**src/verilog/ces_pkg.sv**
```systemverilog
// ==========================================================================
// Shared constants and carriers for the charger event and status registers.
// ==========================================================================
package ces_pkg;

    // ======================================================================
    // Register port geometry.
    // ======================================================================
    localparam int unsigned ADDR_W = 8;
    localparam int unsigned DATA_W = 8;

    // ======================================================================
    // Register offsets.
    // ======================================================================
    localparam logic [ADDR_W-1:0] OFS_EVENT_STATUS   = 8'hA8;
    localparam logic [ADDR_W-1:0] OFS_EVENT_CONTROLS = 8'hA9;
    localparam logic [ADDR_W-1:0] OFS_SOURCE_STATE   = 8'hAA;
    localparam logic [ADDR_W-1:0] OFS_OTG_SWITCH     = 8'hB0;

    // ======================================================================
    // Field positions of the event status register.
    // ======================================================================
    localparam int unsigned BIT_TIMER_EN   = 7;
    localparam int unsigned BIT_TEMP_EN    = 6;
    localparam int unsigned BIT_INPUT_EN   = 5;
    localparam int unsigned BIT_CHARGE_EN  = 4;
    localparam int unsigned BIT_TIMER_FLAG = 3;
    localparam int unsigned BIT_TEMP_FLAG  = 2;
    localparam int unsigned BIT_INPUT_FLAG = 1;
    localparam int unsigned BIT_EOC_FLAG   = 0;

    // ======================================================================
    // Field positions of the event control register.
    // ======================================================================
    localparam int unsigned BIT_TOTAL_TIMEOUT = 7;
    localparam int unsigned BIT_TEMP_INTO     = 6;
    localparam int unsigned BIT_INPUT_VALID   = 5;
    localparam int unsigned BIT_EOC_ENTRY     = 4;
    localparam int unsigned BIT_PRE_TIMEOUT   = 3;
    localparam int unsigned BIT_TEMP_OUT      = 2;
    localparam int unsigned BIT_INPUT_INVALID = 1;
    localparam int unsigned BIT_EOC_EXIT      = 0;

    // ======================================================================
    // Field positions of the source state and switch control registers.
    // ======================================================================
    localparam int unsigned BIT_MAINS_SOURCE = 7;
    localparam int unsigned BIT_BUS_SOURCE   = 6;
    localparam int unsigned BIT_STATE_HI     = 5;
    localparam int unsigned BIT_STATE_LO     = 4;
    localparam int unsigned BIT_LEVEL_PIN    = 0;
    localparam int unsigned BIT_SWITCH_A     = 7;
    localparam int unsigned BIT_SWITCH_B     = 6;
    localparam int unsigned BIT_SWITCH_C     = 5;

    // ======================================================================
    // Reset values.
    // ======================================================================
    localparam logic [3:0]        RST_ENABLES  = 4'h0;
    localparam logic [3:0]        RST_PENDING  = 4'h0;
    localparam logic [DATA_W-1:0] RST_CONTROLS = 8'h00;
    localparam logic [DATA_W-1:0] RST_BYTE     = 8'h00;
    localparam logic [2:0]        RST_SWITCHES = 3'h0;

    // ======================================================================
    // Carriers.
    // ======================================================================
    typedef struct packed {
        logic [ADDR_W-1:0] addr;
        logic [DATA_W-1:0] wdata;
        logic              wr;
        logic              rd;
    } ces_reg_req_t;

    typedef struct packed {
        logic       precharge_timeout;
        logic       total_timeout;
        logic       temp_valid;
        logic       input_valid;
        logic       end_of_charge;
        logic       mains_source;
        logic       bus_source;
        logic [1:0] charging_state;
        logic       charge_level_pin;
    } ces_status_t;

    localparam int unsigned STATUS_W = $bits(ces_status_t);

    // Event groups, one pending flag each.
    typedef struct packed {
        logic timer;
        logic temp;
        logic input_v;
        logic charge;
    } ces_groups_t;

endpackage

```
**src/verilog/ces_top.sv**
```systemverilog
`timescale 1ns/10ps
// Summary of operation
// - Temperature events interrupt when group and direction enabled.
// - Input voltage events interrupt when group and direction enabled.
// - End-of-charge entry/exit interrupts, gated by group enable.
// - Timer flag shows either safety timeout occurred.
// - Temperature flag shows battery inside valid range.
// - Input flag shows valid supply at charger input.
// - End-of-charge flag shows charger in end-of-charge.
// - Total timeout interrupts with control and timer enable.
// - Temperature entering range interrupts when both bits set.
// - Input becoming valid interrupts when both bits set.
// - Entering end-of-charge interrupts when both bits set.
// - Temperature leaving range interrupts when both bits set.
// - Input becoming invalid interrupts when both bits set.
// - Mains source bit shows charging from adapter.
// - Bus source bit shows charging from USB.
// - Two-bit field reports present charging state.
// - Level bit mirrors the charge-level pin.
// - Software turns each switch on or off by bit.
// - Marked bits valid only while input supply valid.
// - Timer enable bit gates timer events, reads status.
module ces_top
(
    // Clock and reset.
    input  wire logic                        CLK,
    input  wire logic                        NRST,
    // Register access from the serial interface, same clock.
    input  wire ces_pkg::ces_reg_req_t       REG_REQ,
    output logic      [ces_pkg::DATA_W-1:0]  REG_RDATA,
    output logic                             REG_RVALID,
    // Charger levels, asynchronous to the clock.
    input  wire ces_pkg::ces_status_t        STATUS_IN,
    // Interrupt request, active high.
    output logic                             CHG_IRQ,
    // Power switch enables.
    output logic                             OTG_SWITCH_A,
    output logic                             OTG_SWITCH_B,
    output logic                             OTG_SWITCH_C
);
    import ces_pkg::*;

    // ======================================================================
    // Declarations.
    // ======================================================================
    localparam int unsigned EDGE_W = 5;
    localparam int unsigned E_PRE  = 4;
    localparam int unsigned E_TOT  = 3;
    localparam int unsigned E_TEMP = 2;
    localparam int unsigned E_IN   = 1;
    localparam int unsigned E_EOC  = 0;

    logic [STATUS_W-1:0] status_vec;
    ces_status_t         status_s;
    logic [EDGE_W-1:0]   edge_level;
    logic [EDGE_W-1:0]   edge_rise;
    logic [EDGE_W-1:0]   edge_fall;

    ces_groups_t         enable_r;
    ces_groups_t         enable_nxt;
    ces_groups_t         pending_r;
    ces_groups_t         pending_nxt;
    ces_groups_t         event_set;
    logic [DATA_W-1:0]   controls_r;
    logic [2:0]          switches_r;
    logic                input_ok;
    logic                timer_flag;
    logic                read_status;
    logic [DATA_W-1:0]   rdata_nxt;

    // Decodes a write strobe to one register offset.
    function automatic logic wr_hit(input ces_reg_req_t req, input logic [ADDR_W-1:0] ofs);
        return req.wr && (req.addr == ofs);
    endfunction

    // Decodes a read strobe to one register offset.
    function automatic logic rd_hit(input ces_reg_req_t req, input logic [ADDR_W-1:0] ofs);
        return req.rd && (req.addr == ofs);
    endfunction

    // ======================================================================
    // Synchronisation of charger levels and edge detection.
    // ======================================================================

    // Every charger level passes two flip-flops before any logic reads it.
    ces_sync
    #(
        .WIDTH (STATUS_W)
    )
    u_sync
    (
        .clk  (CLK),
        .nrst (NRST),
        .d    (STATUS_IN),
        .q    (status_vec)
    );

    assign status_s = ces_status_t'(status_vec);

    // Levels whose transitions are charger events.
    assign edge_level = {status_s.precharge_timeout,
                         status_s.total_timeout,
                         status_s.temp_valid,
                         status_s.input_valid,
                         status_s.end_of_charge};

    ces_edge
    #(
        .WIDTH (EDGE_W)
    )
    u_edge
    (
        .clk   (CLK),
        .nrst  (NRST),
        .level (edge_level),
        .rise  (edge_rise),
        .fall  (edge_fall)
    );

    // ======================================================================
    // Validity of the marked bits.
    // ======================================================================

    // Charger status and its events mean something only with a valid supply.
    assign input_ok   = status_s.input_valid;
    assign timer_flag = status_s.precharge_timeout | status_s.total_timeout;

    // ======================================================================
    // Event qualification.
    // ======================================================================

    // Safety timer expiries, each gated by its control bit and the group enable.
    assign event_set.timer = enable_r.timer && input_ok &&
        ((edge_rise[E_TOT] && controls_r[BIT_TOTAL_TIMEOUT]) ||
         (edge_rise[E_PRE] && controls_r[BIT_PRE_TIMEOUT]));

    // Temperature entering or leaving the valid range.
    assign event_set.temp = enable_r.temp && input_ok &&
        ((edge_rise[E_TEMP] && controls_r[BIT_TEMP_INTO]) ||
         (edge_fall[E_TEMP] && controls_r[BIT_TEMP_OUT]));

    // Input supply becoming valid or invalid; the loss itself is not masked.
    assign event_set.input_v = enable_r.input_v &&
        ((edge_rise[E_IN] && controls_r[BIT_INPUT_VALID]) ||
         (edge_fall[E_IN] && controls_r[BIT_INPUT_INVALID]));

    // Charger state machine entering or leaving end-of-charge.
    assign event_set.charge = enable_r.charge && input_ok &&
        ((edge_rise[E_EOC] && controls_r[BIT_EOC_ENTRY]) ||
         (edge_fall[E_EOC] && controls_r[BIT_EOC_EXIT]));

    // ======================================================================
    // Group enables.
    // ======================================================================

    // The upper nibble of the status register is written as the group enables.
    always_comb
    begin
        enable_nxt = enable_r;
        if (wr_hit(REG_REQ, OFS_EVENT_STATUS))
        begin
            enable_nxt.timer   = REG_REQ.wdata[BIT_TIMER_EN];
            enable_nxt.temp    = REG_REQ.wdata[BIT_TEMP_EN];
            enable_nxt.input_v = REG_REQ.wdata[BIT_INPUT_EN];
            enable_nxt.charge  = REG_REQ.wdata[BIT_CHARGE_EN];
        end
    end

    always_ff @(posedge CLK or negedge NRST)
    begin
        if (!NRST)
        begin
            enable_r <= ces_groups_t'(RST_ENABLES);
        end
        else
        begin
            enable_r <= enable_nxt;
        end
    end

    // ======================================================================
    // Event direction controls.
    // ======================================================================

    // All eight control bits are plain read/write storage.
    always_ff @(posedge CLK or negedge NRST)
    begin
        if (!NRST)
        begin
            controls_r <= RST_CONTROLS;
        end
        else if (wr_hit(REG_REQ, OFS_EVENT_CONTROLS))
        begin
            controls_r <= REG_REQ.wdata;
        end
    end

    // ======================================================================
    // Pending events and interrupt.
    // ======================================================================

    // Reading the status register services every pending event.
    assign read_status = rd_hit(REG_REQ, OFS_EVENT_STATUS);

    // A new event wins over the clear of the same cycle; disabling a group
    // drops its pending event so the request cannot stick.
    always_comb
    begin
        pending_nxt = ces_groups_t'(
            (event_set | (pending_r & ~{4{read_status}})) & enable_nxt);
    end

    always_ff @(posedge CLK or negedge NRST)
    begin
        if (!NRST)
        begin
            pending_r <= ces_groups_t'(RST_PENDING);
        end
        else
        begin
            pending_r <= pending_nxt;
        end
    end

    // The request is the OR of every pending enabled event.
    always_ff @(posedge CLK or negedge NRST)
    begin
        if (!NRST)
        begin
            CHG_IRQ <= 1'b0;
        end
        else
        begin
            CHG_IRQ <= |pending_nxt;
        end
    end

    // ======================================================================
    // Power switches.
    // ======================================================================

    // Each switch follows its own enable bit; the other bits are not kept.
    always_ff @(posedge CLK or negedge NRST)
    begin
        if (!NRST)
        begin
            switches_r <= RST_SWITCHES;
        end
        else if (wr_hit(REG_REQ, OFS_OTG_SWITCH))
        begin
            switches_r <= {REG_REQ.wdata[BIT_SWITCH_A],
                           REG_REQ.wdata[BIT_SWITCH_B],
                           REG_REQ.wdata[BIT_SWITCH_C]};
        end
    end

    // Switch drives come straight from their flip-flops.
    assign OTG_SWITCH_A = switches_r[2];
    assign OTG_SWITCH_B = switches_r[1];
    assign OTG_SWITCH_C = switches_r[0];

    // ======================================================================
    // Read multiplexer.
    // ======================================================================

    // Reserved and unmapped bits read as zero.
    always_comb
    begin
        rdata_nxt = RST_BYTE;
        case (REG_REQ.addr)
            OFS_EVENT_STATUS:
            begin
                rdata_nxt[BIT_TIMER_EN]   = pending_r.timer & input_ok;
                rdata_nxt[BIT_TEMP_EN]    = pending_r.temp & input_ok;
                rdata_nxt[BIT_INPUT_EN]   = pending_r.input_v;
                rdata_nxt[BIT_CHARGE_EN]  = pending_r.charge & input_ok;
                rdata_nxt[BIT_TIMER_FLAG] = timer_flag & input_ok;
                rdata_nxt[BIT_TEMP_FLAG]  = status_s.temp_valid;
                rdata_nxt[BIT_INPUT_FLAG] = status_s.input_valid;
                rdata_nxt[BIT_EOC_FLAG]   = status_s.end_of_charge & input_ok;
            end
            OFS_EVENT_CONTROLS:
            begin
                rdata_nxt = controls_r;
            end
            OFS_SOURCE_STATE:
            begin
                rdata_nxt[BIT_MAINS_SOURCE] = status_s.mains_source;
                rdata_nxt[BIT_BUS_SOURCE]   = status_s.bus_source;
                rdata_nxt[BIT_STATE_HI]     = status_s.charging_state[1];
                rdata_nxt[BIT_STATE_LO]     = status_s.charging_state[0];
                rdata_nxt[BIT_LEVEL_PIN]    = status_s.charge_level_pin;
            end
            OFS_OTG_SWITCH:
            begin
                rdata_nxt[BIT_SWITCH_A] = switches_r[2];
                rdata_nxt[BIT_SWITCH_B] = switches_r[1];
                rdata_nxt[BIT_SWITCH_C] = switches_r[0];
            end
            default:
            begin
                rdata_nxt = RST_BYTE;
            end
        endcase
    end

    // Read data is registered and valid for one cycle after the strobe.
    always_ff @(posedge CLK or negedge NRST)
    begin
        if (!NRST)
        begin
            REG_RDATA  <= RST_BYTE;
            REG_RVALID <= 1'b0;
        end
        else
        begin
            REG_RVALID <= REG_REQ.rd;
            if (REG_REQ.rd)
            begin
                REG_RDATA <= rdata_nxt;
            end
        end
    end
endmodule

```
**src/verilog/ces_sync.sv**
```systemverilog
`timescale 1ns/10ps
// ==========================================================================
// Two-stage synchroniser for a vector of slow levels.
// ==========================================================================
module ces_sync
#(
    parameter int unsigned WIDTH = 1
)
(
    // Clock and reset.
    input  wire logic             clk,
    input  wire logic             nrst,
    // Levels from outside the clock domain and their synchronised copy.
    input  wire logic [WIDTH-1:0] d,
    output logic      [WIDTH-1:0] q
);
    logic [WIDTH-1:0] meta_r;

    // The first stage feeds only the second stage.
    always_ff @(posedge clk or negedge nrst)
    begin
        if (!nrst)
        begin
            meta_r <= '0;
            q      <= '0;
        end
        else
        begin
            meta_r <= d;
            q      <= meta_r;
        end
    end
endmodule

```
**src/verilog/ces_edge.sv**
```systemverilog
`timescale 1ns/10ps
// ==========================================================================
// Rise and fall detector for a vector of synchronised levels.
// ==========================================================================
module ces_edge
#(
    parameter int unsigned WIDTH = 1
)
(
    // Clock and reset.
    input  wire logic             clk,
    input  wire logic             nrst,
    // Level in, one-cycle edge pulses out.
    input  wire logic [WIDTH-1:0] level,
    output logic      [WIDTH-1:0] rise,
    output logic      [WIDTH-1:0] fall
);
    logic [WIDTH-1:0] prev_r;
    logic [2:0]       armed_r;

    // Edges wait until the reset value has left the synchroniser.
    always_ff @(posedge clk or negedge nrst)
    begin
        if (!nrst)
        begin
            prev_r  <= '0;
            armed_r <= '0;
        end
        else
        begin
            prev_r  <= level;
            armed_r <= {armed_r[1:0], 1'b1};
        end
    end

    // Edges compare the present level with the one before.
    assign rise = armed_r[2] ? (level & ~prev_r) : '0;
    assign fall = armed_r[2] ? (~level & prev_r) : '0;
endmodule

```
**config.mk**
```make
export PLATFORM = sky130hd
export DESIGN_NAME = ces_top
export DESIGN_NICKNAME = d
export VERILOG_FILES = /design/src/verilog/ces_pkg.sv /design/src/verilog/ces_top.sv /design/src/verilog/ces_sync.sv /design/src/verilog/ces_edge.sv
export SDC_FILE = /design/constraint.sdc
export NUM_CORES = 1
export LEC_CHECK = 0
export ABC_CLOCK_PERIOD_IN_PS = 1120
export BUFFER_PORTS_ARGS = -buffer_cell sky130_fd_sc_hd__buf_2
export CAP_MARGIN = 25
export CELL_PAD_IN_SITES_DETAIL_PLACEMENT = 0
export CELL_PAD_IN_SITES_GLOBAL_PLACEMENT = 1
export CORE_ASPECT_RATIO = 0.5
export CORE_MARGIN = 2
export CORE_UTILIZATION = 39
export CTS_BUF_LIST = sky130_fd_sc_hd__clkbuf_16
export CTS_CLUSTER_DIAMETER = 50
export DETAILED_ROUTE_END_ITERATION = 12
export PLACE_DENSITY_LB_ADDON = 0.1
export SLEW_MARGIN = 40
export SYNTH_ARGS = -nofsm -noshare
export SYNTH_HDL_FRONTEND = slang
export SYNTH_SLANG_ARGS = --single-unit
export TNS_END_PERCENT = 50
```
**constraint.sdc**
```tcl
create_clock -name CLK -period 1.12 [get_ports CLK]
set_input_delay 0.056 -clock CLK [delete_from_list [all_inputs] [get_ports CLK]]
set_output_delay 0.056 -clock CLK [all_outputs]
set_load 0.05 [all_outputs]
```
==> reports/qor.yml, run 1 <==
outcome:
  outcome: "finished with violations"
  violations: "negative setup slack"
job:
  maxCapViolations: 0
setup_path:
  crit_path_end_kind: "register"
  max_stage_delay_ns: 0.44
  crit_fanout: 6
  cp-start-kind: "register"
  worst-path-buf-inv: 1
  critPathRequiredTime_ns: 1.36
  cp_top_family: "compound AO/OA/AOI/OAI gates"
  slowest_stage: "dfrtp_2"
  crit_arrival_ns: 1.41
  path_cells: "buf_6 > o22ai_4 > a32oi_2 > o2111ai_1"
  crit_type: "reg -> reg"
timing:
  clock_skew_ns: 0.00641
  timing.final.crit_share_pct: 104
  hold_viol: 0
  slew_violations: 0
  max_freq_ghz: 0.856
  min_period_ns: 1.17
  final.setup.tns_ns: -0.224
  setup_slack_ns: -0.0481
  finalSetupViolations: 7
  rsz0062_at_grt: "yes"
detailed_routing:
  finalWirelength_microns: 5550
  drtPass1Iterations: 4
  drc: 0
  vias: 1758
  ant_nets: 0
  via_per_inst: 4.97
  wl_per_cell_microns: 15.7
  drt_iter0_markers: 70
place:
  place.gp.congestion: 0.834
  port_buffers: 42
  post-dp-hpwl_microns: 3750
floorplan:
  dieHeight_microns: 58.3
  pin_count: 43
  fp.dieW_microns: 113
  std_cell_rows: 19
  start_util_pct: 41.1
  dieArea_sq_mm: 0.00656
  fp.coreArea_sq_mm: 0.00559
global_route:
  antenna_found_initial: 0
  grt_pass1_vias: 1786
  grt_pass1_wl_microns: 9050
  grt.overflow.total: 0
  grt_usage_pct: 19.0
  grt_max_degree: 58
clock_tree:
  cts-htree-levels: 3
  cts_tree: "built"
  clockBufferDepth: 2
  clock_sinks: 57
  numCtsBuffers: 9
  clkTransAtPathRegs_ns: 0.05
  clk_latency_ns: 0.33
  cts_root_buffer: "clkbuf_16"
yosys:
  synth_fp_nets: 215
  synthCells: 185
  synthTopCellsByArea: "dfrtp_1 62%, mux2_2 3.9%, inv_1 3.8%"
  synth_top_area_share_pct: 62.1
  async_flop_share_pct: 100
  syn_area_sq_mm: 0.00230
  synth.yosys.seq_area_share_pct: 62.1
  yosys_warnings: 0
  yosysMostFrequentCell: "dfrtp_1"
  synthFlopType: "dfrtp_1"
  synth-edff-count: 0
  yosys-top-cells-count: "57 x dfrtp_1, 23 x inv_1, 8 x mux2_2, 8 x nand2_1, 7 x nor4_1"
  yosys.cell_types.count: 41
  synth_area_per_cell_sq_um: 12.4
  yosys.area.top_type: "dfrtp_1"
  synth-seq-cells: 57
power:
  p_per_area_mw_per_mm2: 1560
  vdd_drop_max_mv: 1.91
  leakagePower_uw: 0.00164
finish:
  syn_to_final_growth_pct: 52.3
  diodes: 0
  fillers: 465
  num-nets-final: 306
  layout-drive-gt1-share_pct: 47.0
  fin_util_pct: 62.6
hold_path:
  worst_hold_path_type: "in -> reg"
[registers in the layout, indices dropped and copies added, names as in the netlist]
signal and count:
REG_RVALID 1, REG_RDATA 8, switches_r 3, u_edge.prev_r 5, enable_r 4, u_edge.armed_r 3, controls_r 8, u_sync.q 10
u_sync.meta_r 10, CHG_IRQ 1, pending_r 4
[metal layers]
layer	global-route usage, %	vias to the layer above	wire length [microns]
met5	0	-	0
met1	25.5	869	2740
met2	27.8	40	2470
li1	-	845	-
met3	8.16	4	311
met4	7.32	0	32
[final cells by class]
type	count	area, sq um	share of cell area (%)
clock buffer	9	225	6.44
clock inverter	7	93.8	2.68
inverter	23	86.3	2.47
multi-input combinational	96	923	26.4
sequential	57	1430	40.8
tap	73	91.3	2.61
timing repair buffer	89	649	18.6
[cells in the final DEF (no fill, tap or decap), types with 2 or more instances in the layout]
cell type / count
mux2i_1: 3
a32oi_1: 2
dfrtp_2: 2
a31oi_1: 3
a21oi_1: 3
buf_4: 27
dfrtp_1: 55
and3_4: 2
nand3_1: 5
buf_2: 39
nand4_1: 3
nand2b_1: 3
dlygate4sd3_1: 16
bufinv_16: 2
nand3b_1: 6
nor4_2: 6
and4_1: 2
o22ai_1: 3
o2bb2ai_1: 2
clkbuf_16: 9
inv_1: 22
a222oi_1: 2
o21ai_1: 2
nor3_2: 3
buf_6: 5
mux2_2: 8
o31ai_4: 3
mux2_4: 3
nand2_1: 8
[worst paths after layout]
path / startpoint / end / slack (ns) / cells after the start
hold / removal: REG_REQ[9] / controls_r[7] / 0.02 / 2
min in group asynchronous: NRST / u_sync.q[4] / 0.27 / 3
setup / recovery: u_sync.q[6] / CHG_IRQ / -0.05 / 4
hold reg to reg: u_sync.meta_r[9] / u_sync.q[9] / 0.34 / 0
max in group asynchronous: NRST / controls_r[5] / 0.57 / 3
setup reg to reg: u_sync.q[6] / CHG_IRQ / -0.05 / 4
[stage by stage]
step	instances	power, uW	setup WS [ns]	cell area, sq um	hold slack (ns)
2_1_floorplan	185	2340	-0.210	2330	-0.240
3_3_place_gp	318	2530	-0.373	2800	0.0757
3_5_place_dp	318	2530	-0.368	2800	0.0820
4_1_cts	354	5520	-0.0775	3400	0.00580
5_1_grt	354	5680	-0.105	3500	0.0147
6_report	354	5470	-0.0481	3500	0.0185
[cells by family (layout without fill, tap and decap cells)]
| group | count (synthesis) | count (layout) | share of synthesized area, % |
|---|---|---|---|
| multiplexers | 14 | 14 | 7.19 |
| AO/OA/AOI/OAI | 29 | 29 | 9.70 |
| AND/OR/NAND/NOR | 52 | 52 | 15.1 |
| buffers and inverters | 32 | 128 | 5.72 |
| other | 1 | 1 | 0.163 |
| flip-flops | 57 | 57 | 62.1 |
[where the power goes]
group	internal, uW	total (uW)	switching, uW	leakage (uW)
Sequential	2140	2190	49.4	0.000724
Combinational	191	395	204	0.000762
Clock	1940	2880	939	0.000153
[repair_timing]
item	CTS	global route
buffers inserted	4	1
resized for setup	19	24
pin swaps	8	9
setup endpoints to repair	12	21
hold buffers	16	0
hold endpoints to repair	72	0
Note: power is estimated with default switching activity, not from simulation.
==> inputs of run 2 (changes only) <==
--- a/config.mk
+++ b/config.mk
@@ -12,8 +12,8 @@
 export CELL_PAD_IN_SITES_GLOBAL_PLACEMENT = 1
 export CORE_ASPECT_RATIO = 0.5
 export CORE_MARGIN = 2
-export CORE_UTILIZATION = 39
-export CTS_BUF_LIST = sky130_fd_sc_hd__clkbuf_16
+export CORE_UTILIZATION = 41
+export CTS_BUF_LIST = sky130_fd_sc_hd__clkbuf_2
 export CTS_CLUSTER_DIAMETER = 50
 export DETAILED_ROUTE_END_ITERATION = 12
 export PLACE_DENSITY_LB_ADDON = 0.1
==> run 2 against run 1 <==
Net effect:
- the run still ends with negative setup slack left
- first-iteration DRC count fell by 31%
- clock skew grew 0.012 ns
- largest cell class unchanged
- register-to-register slack about the same
- critical path type is now reg -> out
- global-route usage rose by 1.0 points
- die area is 4.6% lower
==> reports/qor.yml, run 2 (synthesis results as in run 1) <==
finish:
  diodes: 0  # unchanged
  fillers: 463  # -0.43%
  fin_area_sq_mm: 0.00342  # -2.2%
  multi_input_area_sq_um: 887  # -3.9%
  layout-drive-gt1-share_pct: 46.1  # -0.90 points
  ff_latch_area_sq_mm: 0.00143  # unchanged
  final_common_cell: "dfrtp_1"
  num-nets-final: 318  # +3.9%
  final_cell_mix: "55 x dfrtp_1, 32 x buf_4, 29 x buf_2, 22 x inv_1, 21 x dlygate4sd3_1"
  fin_util_pct: 62.9  # +0.24 points
  top_regs: "u_sync.meta_r: 10 flops, u_sync.q: 10 flops"
  syn_to_final_growth_pct: 49.0
setup_path:
  max_stage_delay_ns: 0.43  # about the same
  reg2reg_from: "u_sync.q[6]"
  worst-path-buf-inv: 2  # +1
  slowest_stage: "dfrtp_1"
  crit_fanout: 2  # -4
  cp_top_family: "flip-flops"
  reg2reg_depth: 3  # -1
  crit_type: "reg -> out"
  crit_path_end_kind: "output port"
  cp-start-kind: "register"
  r2r_end: "REG_RDATA[0]"
  critPathRequiredTime_ns: 1.06  # -0.30 ns
  r2r_slack_ns: -0.06  # about the same
  crit_arrival_ns: 1.19  # -0.22 ns
  path_cells: "buf_6 > buf_8"
timing:
  rsz0062_at_grt: "yes"
  clock_skew_ns: 0.0184  # +0.0120 ns
  min_period_ns: 1.25  # +0.0824 ns
  setup_slack_ns: -0.131  # -0.0824 ns
  slew_violations: 0  # unchanged
  hold_viol: 0  # unchanged
  timing.final.crit_share_pct: 112  # +7.4 points
  max_freq_ghz: 0.800  # -6.6%
  maxSlewHeadroom_pct: 65.6
  final.setup.tns_ns: -0.535  # -0.311 ns
  worst_slew_pin_slew_ns: 0.517
  finalSetupViolations: 17  # +10
global_route:
  grt_pass1_wl_microns: 8820  # -2.6%
  grt_pass1_vias: 1795  # +0.50%
  grt.overflow.total: 0  # unchanged
  antenna_found_initial: 0  # unchanged
  grt_usage_pct: 20.1  # +1.0 points
  grt_max_degree: 24  # -59%
detailed_routing:
  ant_nets: 0  # unchanged
  via_per_inst: 4.93  # -0.75%
  drt_iter0_markers: 48  # -31%
  drc: 0  # unchanged
  finalWirelength_microns: 5570  # +0.34%
  drtPass1Iterations: 4  # unchanged
  wl_per_cell_microns: 15.2  # -2.9%
  vias: 1804  # +2.6%
floorplan:
  dieHeight_microns: 56.9  # -2.3%
  dieArea_sq_mm: 0.00625  # -4.6%
  fp.coreArea_sq_mm: 0.00544  # -2.6%
  start_util_pct: 42.2  # +1.1 points
  fp.dieW_microns: 110  # -2.4%
  pin_count: 43  # unchanged
  std_cell_rows: 19  # unchanged
place:
  place_area_sq_mm: 0.00281  # +0.45%
  place_ws_ns: -0.390  # -0.0218 ns
  port_buffers: 42  # unchanged
  post-dp-hpwl_microns: 3880  # +3.3%
  place.gp.congestion: 0.830  # -0.54%
hold_path:
  worst_hold_path_type: "in -> reg"
  hold_path_end: "enable_r[2]"
  min_delay_path_depth: 4  # +2
  hp-start: "REG_REQ[10]"
power:
  vdd_drop_max_mv: 0.655  # -66%
  seqPwrFrac_pct: 59.0  # +19 points
  leakagePower_uw: 0.00161  # -2.1%
  p_switching_uw: 1060  # -11%
  combPwrFrac_pct: 11.1  # +3.9 points
  p_total_uw: 3710  # -32%
  clkPwrFrac_pct: 29.9  # -23 points
  swShare_pct: 28.7  # +6.9 points
  p_per_area_mw_per_mm2: 1080  # -31%
  p_int_uw: 2650  # -38%
clock_tree:
  clk_latency_ns: 0.52  # +0.19 ns
  clkTransAtPathRegs_ns: 0.17  # +0.12 ns
  cts_tree: "built"
  clockBufferDepth: 2  # unchanged
  numCtsBuffers: 9  # unchanged
  clock_sinks: 57  # unchanged
  cts-htree-levels: 3  # unchanged
  cts_root_buffer: "clkbuf_2"
job:
  maxCapViolations: 0  # unchanged
outcome:
  violations: "negative setup slack"
  outcome: "finished with violations"
==> run 2: worst max-delay path by stage <==
stage / end / slack, ns / depth (start not counted) / start
6_report: OTG_SWITCH_C / -0.13 / 2 / switches_r[0]
5_1_grt: OTG_SWITCH_C / -0.21 / 2 / switches_r[0]
4_1_cts: OTG_SWITCH_C / -0.17 / 2 / switches_r[0]
3_5_place_dp: switches_r[0] / -0.39 / 5 / REG_REQ[16]
3_3_place_gp: controls_r[6] / -0.37 / 6 / REG_REQ[14]
2_1_floorplan: switches_r[0] / -0.21 / 5 / REG_REQ[16]
==> run 2: per-stage QoR <==
step / hold slack (ns) / cells
after floorplan: -0.240 / 185
after detailed placement: -0.0137 / 318
after global placement: -0.0113 / 318
after global routing: 0.0405 / 366
final: 0.0709 / 366
after CTS: 0.00193 / 362
==> run 2: power groups by stage <==
| stage | registers, uW | clock network (uW) | logic [uW] |
|---|---|---|---|
| after global placement | 2220 | 0 | 309 |
| final | 2190 | 1110 | 412 |
| after detailed placement | 2220 | 0 | 316 |
| after floorplan | 2230 | 0 | 109 |
| after CTS | 2190 | 1160 | 401 |
| after global routing | 2200 | 1280 | 448 |
==> run 2: cell type report <==
class	count	share of cell area [%]
tap	73	2.67
clock buffer	10	1.46
sequential	57	41.8
multi-input combinational	96	25.9
clock inverter	6	1.28
timing repair buffer	101	24.3
inverter	23	2.60
==> run 2: per-layer routing <==
layer	track usage (%)	wire (microns)
met1	27.6	2690
met5	0	0
met3	7.66	272
met4	9.22	88
met2	28.4	2520
==> run 2: repair_timing <==
item / 4_1_cts / 5_1_grt
buffers inserted: 6 / 4
hold endpoints to repair: 90 / 0
gates cloned: 0 / 0
gates resized for setup: 38 / 18
hold buffers: 22 / 0
endpoints found under the setup margin: 21 / 35
pin swaps: 5 / 8
==> run 2: tightest hold or removal path, delay by kind of cell <==
kind | cells | cell delay [ns]
AND/OR/NAND/NOR | 2 | 0.33
AO/OA/AOI/OAI | 1 | 0.07
buffers and inverters | 1 | 0.11
